`src/hw_mon_pkg.sv`:
```
// constants, types and helper functions shared by the monitor sequencer files
package hw_mon_pkg;

  // ----------------------------------------------------------------------
  // register offsets
  // ----------------------------------------------------------------------
  localparam logic [7:0] ADDR_READING = 8'h20;
  localparam logic [7:0] ADDR_RUN_CTRL = 8'h40;
  localparam logic [7:0] ADDR_STATUS = 8'h41;
  localparam logic [7:0] ADDR_LIM_LO = 8'h50;
  localparam logic [7:0] ADDR_LIM_HI = 8'h58;
  localparam logic [7:0] ADDR_SFC = 8'h7c;
  localparam logic [7:0] ADDR_SETUP = 8'h7f;
  localparam logic [6:0] SMB_SLAVE_ADDR = 7'h2e;

  // ----------------------------------------------------------------------
  // field positions and reset values
  // ----------------------------------------------------------------------
  localparam int RUN_START_BIT = 0;
  localparam int RUN_LOCK_BIT = 1;
  localparam int SFC_LOW_POWER_BIT = 0;
  localparam int SFC_MODE_BIT = 1;
  localparam int SFC_MEAN_MSB = 7;
  localparam int SFC_MEAN_LSB = 5;
  localparam int SETUP_SOFT_BIT = 7;
  localparam int STAT_FAULT1_BIT = 5;
  localparam int STAT_FAULT2_BIT = 6;
  localparam logic [7:0] SFC_RST = 8'h40;
  localparam logic [6:0] SETUP_RST = 7'h00;
  localparam logic [6:0] STATUS_RST = 7'h00;
  localparam logic [7:0] LIM_LO_RST = 8'h00;
  localparam logic [7:0] LIM_HI_RST = 8'h7f;
  localparam logic [7:0] DIODE_FAULT_VALUE = 8'h80;

  // ----------------------------------------------------------------------
  // timing
  // ----------------------------------------------------------------------
  localparam int SYS_CLK_HZ = 125_000_000;
  localparam int CONV_CLK_HZ = 45_000;
  localparam int CONV_TICK_DIV = SYS_CLK_HZ / CONV_CLK_HZ;
  localparam logic [15:0] TEMPERATURE_CLKS = 16'h0060;
  localparam logic [15:0] VOLTAGE_CLKS = 16'h0044;
  localparam int IDLE_TIME_MS = 1000;
  localparam int IDLE_TICKS = IDLE_TIME_MS * CONV_CLK_HZ / 1000;

  // ----------------------------------------------------------------------
  // channels in conversion order
  // ----------------------------------------------------------------------
  localparam int NUM_CH = 5;
  localparam logic [2:0] CH_REMOTE1 = 3'h0;
  localparam logic [2:0] CH_AMBIENT = 3'h1;
  localparam logic [2:0] CH_VCC = 3'h2;
  localparam logic [2:0] CH_VCCP = 3'h3;
  localparam logic [2:0] CH_REMOTE2 = 3'h4;

  typedef enum logic [1:0] {
    SEQ_STOP = 2'b00,
    SEQ_CONV = 2'b01,
    SEQ_WAIT = 2'b10
  } seq_state_t;

  typedef enum logic [2:0] {
    SMB_IDLE = 3'b000,
    SMB_ADDR = 3'b001,
    SMB_REG = 3'b010,
    SMB_WDATA = 3'b011,
    SMB_ACK = 3'b100,
    SMB_RDATA = 3'b101,
    SMB_IGNORE = 3'b110
  } smb_state_t;

  // remote diode channels
  function automatic logic is_remote(input logic [2:0] ch);
    return (ch == CH_REMOTE1) || (ch == CH_REMOTE2);
  endfunction : is_remote

  // conversion length in conversion clocks
  function automatic logic [15:0] conv_len(input logic [2:0] ch);
    return (is_remote(ch) || ch == CH_AMBIENT) ? TEMPERATURE_CLKS : VOLTAGE_CLKS;
  endfunction : conv_len

  // log2 of samples per reading, highest set select bit wins
  function automatic logic [2:0] mean_shift(input logic [2:0] sel, input logic [2:0] ch);
    if (sel[2]) return 3'h5;
    else if (sel[1]) return 3'h4;
    else if (sel[0]) return is_remote(ch) ? 3'h4 : 3'h0;
    else return is_remote(ch) ? 3'h7 : 3'h3;
  endfunction : mean_shift

endpackage : hw_mon_pkg

```
`src/reg_bus_if.sv`:
```
// register access strobes between the serial slave and the register file
`timescale 1ns/1ps
interface reg_bus_if;
  logic wr;
  logic rd;
  logic [7:0] addr;
  logic [7:0] wdata;
  logic [7:0] rdata;
  modport smbus_end (output wr, output rd, output addr, output wdata, input rdata);
  modport regs_end (input wr, input rd, input addr, input wdata, output rdata);
endinterface : reg_bus_if

```
`src/hw_monitor_sequencer.sv`:
```
// conversion sequencer, averaging, limit checking and monitor registers
//
// Functional notes
// RULE_01: writing one to the start bit at 0x40 begins monitoring.
// RULE_02: each result goes to its reading register; limit and fault outcomes set status.
// RULE_03: power-up loads defaults everywhere except the reading registers.
// RULE_04: setup bit 7 soft-resets all but reading registers, then clears itself.
// RULE_05: bit 1 of the register at 7Ch picks continuous or cycle mode.
// RULE_06: conversions paced at 45 kHz; temperature 96 clocks, voltage 68 clocks.
// RULE_07: averaging field bits 7:5 decoded with the highest set bit winning.
// RULE_08: sample counts 128/8, 16/1, 16 all, 32 all per field value.
// RULE_09: averaging field resets to 010, sixteen samples for every input.
// RULE_10: a reading is written only after all its samples are taken.
// RULE_11: order is remote one, ambient, supply, processor supply, remote two.
// RULE_12: continuous mode restarts the pass immediately with no idle gap.
// RULE_13: a result violating its limit sets that input's status bit.
// RULE_14: cycle mode converts each input once, then idles about one second.
// RULE_15: in cycle mode a result equal to a limit counts as violation.
// RULE_16: readings readable any time; cycle mode updates them once per pass.
// RULE_17: clearing start stops monitoring; bit 0 picks sleep or shutdown.
// RULE_18: a status bit stays set until read and clears only if cause gone.
// RULE_19: a single-cycle 45 kHz tick counts conversion lengths and idle wait.
// RULE_20: mode bit 0 means continuous, 1 means cycle monitoring.
`timescale 1ns/1ps
module hw_monitor_sequencer
  import hw_mon_pkg::*;
#(
  parameter int TICK_DIV = CONV_TICK_DIV,
  parameter int IDLE_TICKS_P = IDLE_TICKS,
  parameter logic [6:0] SLAVE_ADDR = SMB_SLAVE_ADDR
) (
  input wire logic SYS_CLK,
  input wire logic RST_N,
  input wire logic SCL_IN,
  input wire logic SDA_IN,
  output logic SDA_OUT,
  output logic SDA_OE_N,
  output logic [2:0] ADC_CHAN,
  output logic ADC_BUSY,
  output logic ADC_SAMPLE,
  input wire logic [7:0] ADC_DATA,
  input wire logic ADC_FAULT,
  output logic SLEEP_MODE,
  output logic SHUTDOWN_MODE
);

  reg_bus_if bus ();

  logic clr;
  logic start_q, start_d, lock_q, lock_d, soft_q, soft_d;
  logic [7:0] special_function_control_q, special_function_control_d;
  logic [6:0] device_setup_q, device_setup_d;
  logic [6:0] stat_q, stat_d, cond_q, cond_d, set_vec;
  logic sleep_q, shut_q;
  logic [2:0] averaging_select;
  logic low_power_select, cycle_mode, rd_stat, viol;
  logic [7:0] lim_lo_q [NUM_CH];
  logic [7:0] lim_hi_q [NUM_CH];
  logic [7:0] rdg_q [NUM_CH];
  logic [2:0] rd_idx;

  seq_state_t seq_q, seq_d;
  logic [2:0] ch_q, ch_d, sh;
  logic [15:0] tick_q, tick_d, cnt_q, cnt_d;
  logic [7:0] samp_q, samp_d, res_val;
  logic [14:0] acc_q, acc_d, acc_n;
  logic flt_q, flt_d, flt_n, smp_q, smp_d, busy_q, tick, res_valid;

  // ----------------------------------------------------------------------
  // serial register access
  // ----------------------------------------------------------------------
  smbus_byte_slave #(
    .SLAVE_ADDR(SLAVE_ADDR)
  ) u_smbus (
    .clk(SYS_CLK),
    .rst_n(RST_N),
    .scl_in(SCL_IN),
    .sda_in(SDA_IN),
    .sda_oe_n(SDA_OE_N),
    .bus(bus)
  );

  assign SDA_OUT = 1'b0;

  // ----------------------------------------------------------------------
  // control registers and status
  // ----------------------------------------------------------------------
  assign clr = !RST_N || soft_q;  // [RULE_03] [RULE_04]
  assign averaging_select = special_function_control_q[SFC_MEAN_MSB:SFC_MEAN_LSB];
  assign low_power_select = special_function_control_q[SFC_LOW_POWER_BIT];
  assign cycle_mode = special_function_control_q[SFC_MODE_BIT];  // [RULE_05] [RULE_20]
  assign rd_stat = bus.rd && bus.addr == ADDR_STATUS;

  // next values of control, status and condition flags
  always_comb begin
    start_d = start_q;
    lock_d = lock_q;
    soft_d = 1'b0;
    special_function_control_d = special_function_control_q;
    device_setup_d = device_setup_q;
    if (bus.wr) begin
      if (bus.addr == ADDR_RUN_CTRL) begin
        if (!lock_q) begin
          start_d = bus.wdata[RUN_START_BIT];  // [RULE_01] [RULE_17]
          lock_d = bus.wdata[RUN_LOCK_BIT];
        end
      end else if (bus.addr == ADDR_SFC) begin
        special_function_control_d = bus.wdata;
        if (lock_q) begin
          special_function_control_d[SFC_LOW_POWER_BIT] = low_power_select;
        end
      end else if (bus.addr == ADDR_SETUP) begin
        device_setup_d = bus.wdata[6:0];
        soft_d = bus.wdata[SETUP_SOFT_BIT];  // [RULE_04]
      end
    end
    // limit check, equality counts only in cycle mode
    if (cycle_mode) begin
      viol = res_val <= lim_lo_q[ch_q] || res_val >= lim_hi_q[ch_q];  // [RULE_15]
    end else begin
      viol = res_val < lim_lo_q[ch_q] || res_val > lim_hi_q[ch_q];  // [RULE_13]
    end
    set_vec = 7'h00;
    cond_d = cond_q;
    if (res_valid) begin
      set_vec[ch_q] = viol;  // [RULE_02]
      cond_d[ch_q] = viol;
      if (ch_q == CH_REMOTE1) begin
        set_vec[STAT_FAULT1_BIT] = flt_n;
        cond_d[STAT_FAULT1_BIT] = flt_n;
      end else if (ch_q == CH_REMOTE2) begin
        set_vec[STAT_FAULT2_BIT] = flt_n;
        cond_d[STAT_FAULT2_BIT] = flt_n;
      end
    end
    // a read clears only bits whose cause is gone; a new event wins
    stat_d = (stat_q & ~(rd_stat ? ~cond_q : 7'h00)) | set_vec;  // [RULE_18]
  end

  // control and status registers
  always_ff @(posedge SYS_CLK) begin
    if (clr) begin
      start_q <= 1'b0;
      lock_q <= 1'b0;
      special_function_control_q <= SFC_RST;  // [RULE_09]
      device_setup_q <= SETUP_RST;
      stat_q <= STATUS_RST;
      cond_q <= STATUS_RST;
      sleep_q <= 1'b0;
      shut_q <= 1'b0;
    end else begin
      start_q <= start_d;
      lock_q <= lock_q | lock_d;
      special_function_control_q <= special_function_control_d;
      device_setup_q <= device_setup_d;
      stat_q <= stat_d;
      cond_q <= cond_d;
      sleep_q <= !start_d && !special_function_control_d[SFC_LOW_POWER_BIT];  // [RULE_17]
      shut_q <= !start_d && special_function_control_d[SFC_LOW_POWER_BIT];
    end
  end

  // self-clearing soft reset pulse
  always_ff @(posedge SYS_CLK) begin
    if (!RST_N) begin
      soft_q <= 1'b0;
    end else begin
      soft_q <= soft_d;
    end
  end

  assign SLEEP_MODE = sleep_q;
  assign SHUTDOWN_MODE = shut_q;

  // per channel limits and readings
  for (genvar i = 0; i < NUM_CH; i++) begin : g_ch
    localparam logic [7:0] A_LO = ADDR_LIM_LO + 8'(i);
    localparam logic [7:0] A_HI = ADDR_LIM_HI + 8'(i);
    logic [7:0] lo_d, hi_d, rdg_d;
    assign lo_d = (bus.wr && bus.addr == A_LO) ? bus.wdata : lim_lo_q[i];
    assign hi_d = (bus.wr && bus.addr == A_HI) ? bus.wdata : lim_hi_q[i];
    assign rdg_d = (res_valid && ch_q == 3'(i)) ? res_val : rdg_q[i];  // [RULE_10] [RULE_16]
    always_ff @(posedge SYS_CLK) begin
      if (clr) begin
        lim_lo_q[i] <= LIM_LO_RST;
        lim_hi_q[i] <= LIM_HI_RST;
      end else begin
        lim_lo_q[i] <= lo_d;
        lim_hi_q[i] <= hi_d;
      end
    end
    // readings keep their value through both resets
    always_ff @(posedge SYS_CLK) begin
      rdg_q[i] <= rdg_d;  // [RULE_03]
    end
  end

  // register read data
  always_comb begin
    rd_idx = 3'h0;
    if (bus.addr == ADDR_RUN_CTRL) begin
      bus.rdata = {5'h00, busy_q, lock_q, start_q};
    end else if (bus.addr == ADDR_STATUS) begin
      bus.rdata = {1'b0, stat_q};
    end else if (bus.addr == ADDR_SFC) begin
      bus.rdata = special_function_control_q;
    end else if (bus.addr == ADDR_SETUP) begin
      bus.rdata = {1'b0, device_setup_q};
    end else if (bus.addr >= ADDR_READING && bus.addr < ADDR_READING + 8'(NUM_CH)) begin
      rd_idx = 3'(bus.addr - ADDR_READING);
      bus.rdata = rdg_q[rd_idx];  // [RULE_16]
    end else if (bus.addr >= ADDR_LIM_LO && bus.addr < ADDR_LIM_LO + 8'(NUM_CH)) begin
      rd_idx = 3'(bus.addr - ADDR_LIM_LO);
      bus.rdata = lim_lo_q[rd_idx];
    end else if (bus.addr >= ADDR_LIM_HI && bus.addr < ADDR_LIM_HI + 8'(NUM_CH)) begin
      rd_idx = 3'(bus.addr - ADDR_LIM_HI);
      bus.rdata = lim_hi_q[rd_idx];
    end else begin
      bus.rdata = 8'h00;
    end
  end

  // ----------------------------------------------------------------------
  // conversion sequencer
  // ----------------------------------------------------------------------
  always_comb begin
    tick = tick_q == 16'h0000;
    tick_d = tick ? 16'(TICK_DIV - 1) : tick_q - 16'h0001;  // [RULE_19]
    seq_d = seq_q;
    ch_d = ch_q;
    cnt_d = cnt_q;
    samp_d = samp_q;
    acc_d = acc_q;
    flt_d = flt_q;
    smp_d = 1'b0;
    res_valid = 1'b0;
    acc_n = acc_q + {7'h00, ADC_DATA};
    flt_n = is_remote(ch_q) && (flt_q || ADC_FAULT);
    sh = mean_shift(averaging_select, ch_q);  // [RULE_07] [RULE_08]
    res_val = flt_n ? DIODE_FAULT_VALUE : 8'(acc_n >> sh);
    case (seq_q)
      SEQ_STOP: begin
        if (start_q) begin
          seq_d = SEQ_CONV;  // [RULE_01]
          ch_d = CH_REMOTE1;
          cnt_d = conv_len(CH_REMOTE1);
          samp_d = 8'h00;
          acc_d = 15'h0000;
          flt_d = 1'b0;
        end
      end
      SEQ_CONV: begin
        if (!start_q) begin
          seq_d = SEQ_STOP;  // [RULE_17]
        end else if (tick) begin
          if (cnt_q != 16'h0001) begin
            cnt_d = cnt_q - 16'h0001;  // [RULE_06]
          end else begin
            smp_d = 1'b1;
            samp_d = samp_q + 8'h01;
            acc_d = acc_n;
            flt_d = flt_n;
            cnt_d = conv_len(ch_q);
            if (samp_q == 8'((16'h0001 << sh) - 16'h0001)) begin
              res_valid = 1'b1;  // [RULE_10]
              samp_d = 8'h00;
              acc_d = 15'h0000;
              flt_d = 1'b0;
              if (ch_q == CH_REMOTE2) begin
                ch_d = CH_REMOTE1;
                cnt_d = conv_len(CH_REMOTE1);
                if (cycle_mode) begin
                  seq_d = SEQ_WAIT;  // [RULE_14]
                  cnt_d = 16'(IDLE_TICKS_P);
                end
              end else begin
                ch_d = ch_q + 3'h1;  // [RULE_11] [RULE_12]
                cnt_d = conv_len(ch_q + 3'h1);
              end
            end
          end
        end
      end
      SEQ_WAIT: begin
        if (!start_q) begin
          seq_d = SEQ_STOP;
        end else if (tick) begin
          if (cnt_q != 16'h0001) begin
            cnt_d = cnt_q - 16'h0001;
          end else begin
            seq_d = SEQ_CONV;
            cnt_d = conv_len(CH_REMOTE1);
          end
        end
      end
      default: begin
        seq_d = SEQ_STOP;
      end
    endcase
  end

  // sequencer registers
  always_ff @(posedge SYS_CLK) begin
    if (clr) begin
      seq_q <= SEQ_STOP;
      ch_q <= CH_REMOTE1;
      cnt_q <= 16'h0000;
      samp_q <= 8'h00;
      acc_q <= 15'h0000;
      flt_q <= 1'b0;
      smp_q <= 1'b0;
      busy_q <= 1'b0;
      tick_q <= 16'h0000;
    end else begin
      seq_q <= seq_d;
      ch_q <= ch_d;
      cnt_q <= cnt_d;
      samp_q <= samp_d;
      acc_q <= acc_d;
      flt_q <= flt_d;
      smp_q <= smp_d;
      busy_q <= seq_d == SEQ_CONV;
      tick_q <= tick_d;
    end
  end

  assign ADC_CHAN = ch_q;
  assign ADC_BUSY = busy_q;
  assign ADC_SAMPLE = smp_q;
endmodule : hw_monitor_sequencer

```
`src/smbus_byte_slave.sv`:
```
// serial write byte / read byte slave that drives the register strobes
`timescale 1ns/1ps
module smbus_byte_slave
  import hw_mon_pkg::*;
#(
  parameter logic [6:0] SLAVE_ADDR = SMB_SLAVE_ADDR
) (
  input wire logic clk,
  input wire logic rst_n,
  input wire logic scl_in,
  input wire logic sda_in,
  output logic sda_oe_n,
  reg_bus_if.smbus_end bus
);

  smb_state_t state_q, state_d, nxt_q, nxt_d;
  logic [2:0] bit_q, bit_d;
  logic [7:0] sh_q, sh_d, addr_q, addr_d, wdata_q, wdata_d;
  logic scl_q, sda_q, oe_n_q, oe_n_d, reg_ok_q, reg_ok_d, wr_q, wr_d, rd_q, rd_d;
  logic rise, fall, start, stop;
  logic [7:0] byte_in;

  // ----------------------------------------------------------------------
  // line events and byte state machine
  // ----------------------------------------------------------------------
  always_comb begin
    rise = scl_in && !scl_q;
    fall = !scl_in && scl_q;
    start = scl_in && scl_q && sda_q && !sda_in;
    stop = scl_in && scl_q && !sda_q && sda_in;
    byte_in = {sh_q[6:0], sda_in};
    state_d = state_q;
    nxt_d = nxt_q;
    bit_d = bit_q;
    sh_d = sh_q;
    addr_d = addr_q;
    wdata_d = wdata_q;
    oe_n_d = oe_n_q;
    reg_ok_d = reg_ok_q;
    wr_d = 1'b0;
    rd_d = 1'b0;
    if (start) begin
      state_d = SMB_ADDR;
      bit_d = 3'h0;
      oe_n_d = 1'b1;
    end else if (stop) begin
      state_d = SMB_IDLE;
      oe_n_d = 1'b1;
      reg_ok_d = 1'b0;
    end else begin
      case (state_q)
        SMB_ADDR, SMB_REG, SMB_WDATA: begin
          if (rise) begin
            sh_d = byte_in;
            bit_d = bit_q + 3'h1;
            if (bit_q == 3'h7) begin
              state_d = SMB_ACK;
              if (state_q == SMB_ADDR) begin
                if (byte_in[7:1] != SLAVE_ADDR || (byte_in[0] && !reg_ok_q)) begin
                  state_d = SMB_IGNORE;
                end else if (byte_in[0]) begin
                  nxt_d = SMB_RDATA;
                  sh_d = bus.rdata;
                  rd_d = 1'b1;
                end else begin
                  nxt_d = SMB_REG;
                end
              end else if (state_q == SMB_REG) begin
                addr_d = byte_in;
                reg_ok_d = 1'b1;
                nxt_d = SMB_WDATA;
              end else begin
                wdata_d = byte_in;
                wr_d = 1'b1;
                reg_ok_d = 1'b0;
                nxt_d = SMB_IGNORE;
              end
            end
          end
        end
        SMB_ACK: begin
          if (fall) begin
            if (oe_n_q) begin
              oe_n_d = 1'b0;
            end else begin
              state_d = nxt_q;
              bit_d = 3'h0;
              oe_n_d = (nxt_q == SMB_RDATA) ? sh_q[7] : 1'b1;
              sh_d = {sh_q[6:0], 1'b0};
            end
          end
        end
        SMB_RDATA: begin
          if (fall) begin
            bit_d = bit_q + 3'h1;
            oe_n_d = (bit_q == 3'h7) ? 1'b1 : sh_q[7];
            sh_d = {sh_q[6:0], 1'b0};
            if (bit_q == 3'h7) begin
              state_d = SMB_IGNORE;
            end
          end
        end
        default: begin
          state_d = state_q;
        end
      endcase
    end
  end

  // state registers
  always_ff @(posedge clk) begin
    if (!rst_n) begin
      state_q <= SMB_IDLE;
      nxt_q <= SMB_IDLE;
      bit_q <= 3'h0;
      sh_q <= 8'h00;
      addr_q <= 8'h00;
      wdata_q <= 8'h00;
      scl_q <= 1'b1;
      sda_q <= 1'b1;
      oe_n_q <= 1'b1;
      reg_ok_q <= 1'b0;
      wr_q <= 1'b0;
      rd_q <= 1'b0;
    end else begin
      state_q <= state_d;
      nxt_q <= nxt_d;
      bit_q <= bit_d;
      sh_q <= sh_d;
      addr_q <= addr_d;
      wdata_q <= wdata_d;
      scl_q <= scl_in;
      sda_q <= sda_in;
      oe_n_q <= oe_n_d;
      reg_ok_q <= reg_ok_d;
      wr_q <= wr_d;
      rd_q <= rd_d;
    end
  end

  // register strobes and pin drive
  assign bus.wr = wr_q;
  assign bus.rd = rd_q;
  assign bus.addr = addr_q;
  assign bus.wdata = wdata_q;
  assign sda_oe_n = oe_n_q;

endmodule : smbus_byte_slave

```
`config.mk`:
```
export PLATFORM = sky130hd
export DESIGN_NAME = hw_monitor_sequencer
export DESIGN_NICKNAME = d
export VERILOG_FILES = /design/src/hw_mon_pkg.sv /design/src/reg_bus_if.sv /design/src/hw_monitor_sequencer.sv /design/src/smbus_byte_slave.sv
export SDC_FILE = /design/constraint.sdc
export NUM_CORES = 1
export LEC_CHECK = 0
export ABC_AREA = 1
export BUFFER_PORTS_ARGS = -buffer_cell sky130_fd_sc_hd__buf_4
export CAP_MARGIN = 5
export CORE_UTILIZATION = 28
export CTS_CLUSTER_SIZE = 16
export DETAILED_ROUTE_END_ITERATION = 16
export GPL_TIMING_DRIVEN = 0
export SKIP_LAST_GASP = 1
export SLEW_MARGIN = 20
export SYNTH_ARGS = -nofsm -noshare
export SYNTH_HDL_FRONTEND = slang
export SYNTH_SLANG_ARGS = --single-unit
```
`constraint.sdc`:
```
create_clock -name SYS_CLK -period 8.9 [get_ports SYS_CLK]
set_input_delay 0.445 -clock SYS_CLK [delete_from_list [all_inputs] [get_ports SYS_CLK]]
set_output_delay 0.445 -clock SYS_CLK [all_outputs]
set_load 0.01 [all_outputs]
```
==> reports/results.txt <==
Setup Buffers After CTS: 0
Main synth FF type: dfxtp_1
Number of synthesized register bits: 262
Core footprint: 50500 um2
Leak pwr: 0.00646 uW
Slew headroom: 38.6%
Worst Setup End Kind: flip-flop
Initial Util: 28.5%
Setup_tns: 0 ps
RSZ-0062 raised after global routing: false
Antenna Nets Post-Route: 0
FMAX: 219 MHz
Final hold vios: 0
Die span in x: 229 um
Clock Sinks: 262
Worst reg2reg setup slack: 4330 ps
# DRC: 0
Synth warnings: 0
Critical R2R Launch: acc_q[0]
Final Util: 32.2%
CTS tree: yes
Syn-to-layout area delta: 12.8%
1st-pass router iterations: 6
ANT cells: 0
CP Launch Type: flip-flop
Hold EP: u_smbus.scl_q
Worst-Margin Slew: 921 ps
Asr flop ratio synth: 0%
Final setup viols: 0
Min-Delay Path Class: in2reg
I/O pin count: 22
Largest net degree at the start of global routing: 15
WP buf/inv: 2
Arrival time worst endpoint: 5000 ps
Final WS setup: 4330 ps
Hold Buf Count CTS: 0
Global-route met1 utilization: 21.5%
Global Route Usage Sum: 16.3%
Register area share after synthesis: 44.8%
Status: complete, no violations
Delay-heaviest family, CP: simple AND/OR/NAND/NOR gates
CP Data Required Time: 9340 ps
Period utilization: 51.3%
Worst vdd rail ir drop: 0.109 mV
Grt met3 use: 1.65%
Crit-path max FO: 7
Pre-CTS WS: 4230 ps
Clock Skews: 13.6 ps
RR Endpoint: cond_q[5]
Slowest stage cell, crit path: nor2_1
Setup Crit Path Kind: reg2reg
Total power: 2760 uW
CTS H-tree lvls: 1
Busiest metal layer after global routing: met2
Gp weighted congestion: 0.917
Hold depth: 3
Number of port buffers: 20
Max-slew violations: 0
CTS root buf: clkbuf_16
Vias: 13.1k
Hold_sp: SCL_IN
GR Util met2: 28.2%
Cell variety after synth: 57
Synthesized area: 14400 um2
Hold Slack: 121 ps
Pwr dens: 170 nW/um2
FP Rows: 82
Post-DP HPWL: 32.5 mm
Post-synth EDFFs: 120
Most frequent cells in the layout: 462 x nand2_1, 221 x nor2_1, 201 x inv_1
Clock Path Buffers: 3
Layout fillers: 5401
Antenna violations before repair: 0
Min Tclk post-route: 4570 ps
Avg Vias per Cell: 4.92
Critical path's largest stage delay: 580 ps
Worst r2r path cells: 24
Worst path depth: 24
Global route total overflow: 0
# resized after CTS: 0
Clock Latency Late Sink: 550 ps
Cts bufs inserted: 27
Global-route wire length before repair: 68.4 mm
Crit path top cell by count: nand2_1
Clock-pin slew on the worst setup and hold paths: 60 ps
Fraction of layout cells with a size suffix above 1: 6.33%
Die H: 229 um
Initial DRC count: 1008
Mapped Nets: 1979
Layout Nets: 2028
Syn Area/Cell: 7.49 um2
Number of global-route vias before repair: 12.6k
Die area: 52300 um2
Critical Path, Cell by Cell: ha_1 -> inv_1 -> fa_1 -> inv_1 -> nand3_1 -> nand2_1 -> nand3_1 -> nand2_1 -> nand2_1 -> o21bai_1 -> nand3_1 -> nand3_1 -> nand3_1 -> nor2_1 -> ha_1 -> a21oi_1 -> nor2_1 -> a211o_1 -> nand2_1 -> nand3b_1 -> nand2_1 -> nand2_1 -> o21ai_0 -> nor2_1
WL/cell: 16.4 um
Cell count after synthesis: 1923
Most common cell after layout, fill and taps aside: nand2_1
Routed wire length: 43.6 mm
MaxCap Viol Count: 0
## per-stage QoR
stage / cells / area [um2]
finish: 2664 / 16200
floorplan: 1923 / 14400
CTS: 2664 / 16200
global placement: 2615 / 15400
global route: 2664 / 16200
detailed placement: 2615 / 15400
## flip-flops by register name, summed over array words and instances (netlist names), 15 cells and up, named ones only
name	cells
cnt_q	16
acc_q	15
lim_hi_q	40
lim_lo_q	40
tick_q	16
rdg_q	40
## logic make-up (layout without fill, tap and decap cells)
family / count (synthesis) / count (layout) / synth area share [%]
buffers and inverters: 275 / 344 / 7.40
AOI/OAI and AO/OA: 413 / 413 / 15.2
and+or+nand+nor: 910 / 910 / 27.6
xor gates and xnor gates: 18 / 18 / 1.10
other: 2 / 2 / 0.0522
adders and majority gates: 43 / 43 / 3.79
DFF: 262 / 262 / 44.8
## synth_stat cells, drive strengths merged (2+ instances only)
master | number | area (um2)
nand3 | 137 | 731
nor4 | 3 | 18.8
edfxtp | 120 | 3600
inv | 204 | 766
nor3 | 30 | 171
xor2 | 11 | 96.3
clkbuf | 56 | 210
nand2 | 470 | 1810
a31oi | 4 | 25.0
nor2 | 235 | 988
o2111ai | 2 | 17.5
conb | 2 | 7.51
a21oi | 182 | 918
o21bai | 6 | 45.0
nand3b | 3 | 22.5
and3 | 2 | 12.5
xnor2 | 7 | 61.3
o21a | 3 | 22.5
o31ai | 2 | 15.0
or2 | 10 | 62.6
dfxtp | 142 | 2840
o21ai | 180 | 901
o22ai | 11 | 68.8
buf | 14 | 85.1
nand4 | 19 | 155
a21boi | 2 | 15.0
o211ai | 11 | 82.6
a22oi | 3 | 22.5
ha | 42 | 526
## where the power goes
group | internal, uW | switching [uW]
Sequential | 1300 | 41.8
Clock | 635 | 476
Combinational | 102 | 198
Total | 2040 | 716
## cell type report
cell class | count | area [um2] | share of cell area (%)
buffer | 70 | 295 | 1.82
multi-input combinational | 1386 | 6880 | 42.4
clock inverter | 12 | 81.3 | 0.501
tap | 672 | 841 | 5.18
inverter | 205 | 769 | 4.74
timing repair buffer | 20 | 150 | 0.924
clock buffer | 37 | 776 | 4.78
sequential | 262 | 6450 | 39.7
## routing by layer
layer / wire length, um / vias up / share of wire, %
li1: - / 6491 / -
met1: 19600 / 6199 / 45
met2: 20700 / 358 / 48
met3: 2280 / 68 / 5.2
met4: 1030 / 0 / 2.4
met5: 0 / - / 0
## worst reg2reg max path: stages (launching register included)
cell      delay (ps)
dfxtp_1          340
ha_1             220
inv_1             70
fa_1             410
inv_1            110
nand3_1           70
nand2_1          110
nand3_1           80
nand2_1          120
nand2_1          120
o21bai_1         260
nand3_1          140
nand3_1          100
nand3_1           90
nor2_1           580
ha_1             370
a21oi_1          180
nor2_1            60
a211o_1          220
nand2_1           70
nand3b_1         310
nand2_1          150
nand2_1           70
o21ai_0          160
nor2_1            50
## how the worst max path moves through the flow
stage,start,endpoint
after global placement,ADC_DATA[0],cond_q[5]
after global routing,acc_q[0],cond_q[5]
final,acc_q[0],cond_q[5]
after CTS,acc_q[0],cond_q[5]
after floorplan,ADC_DATA[0],cond_q[5]
after detailed placement,ADC_DATA[0],cond_q[5]
Note: power is estimated with default switching activity, not from simulation.
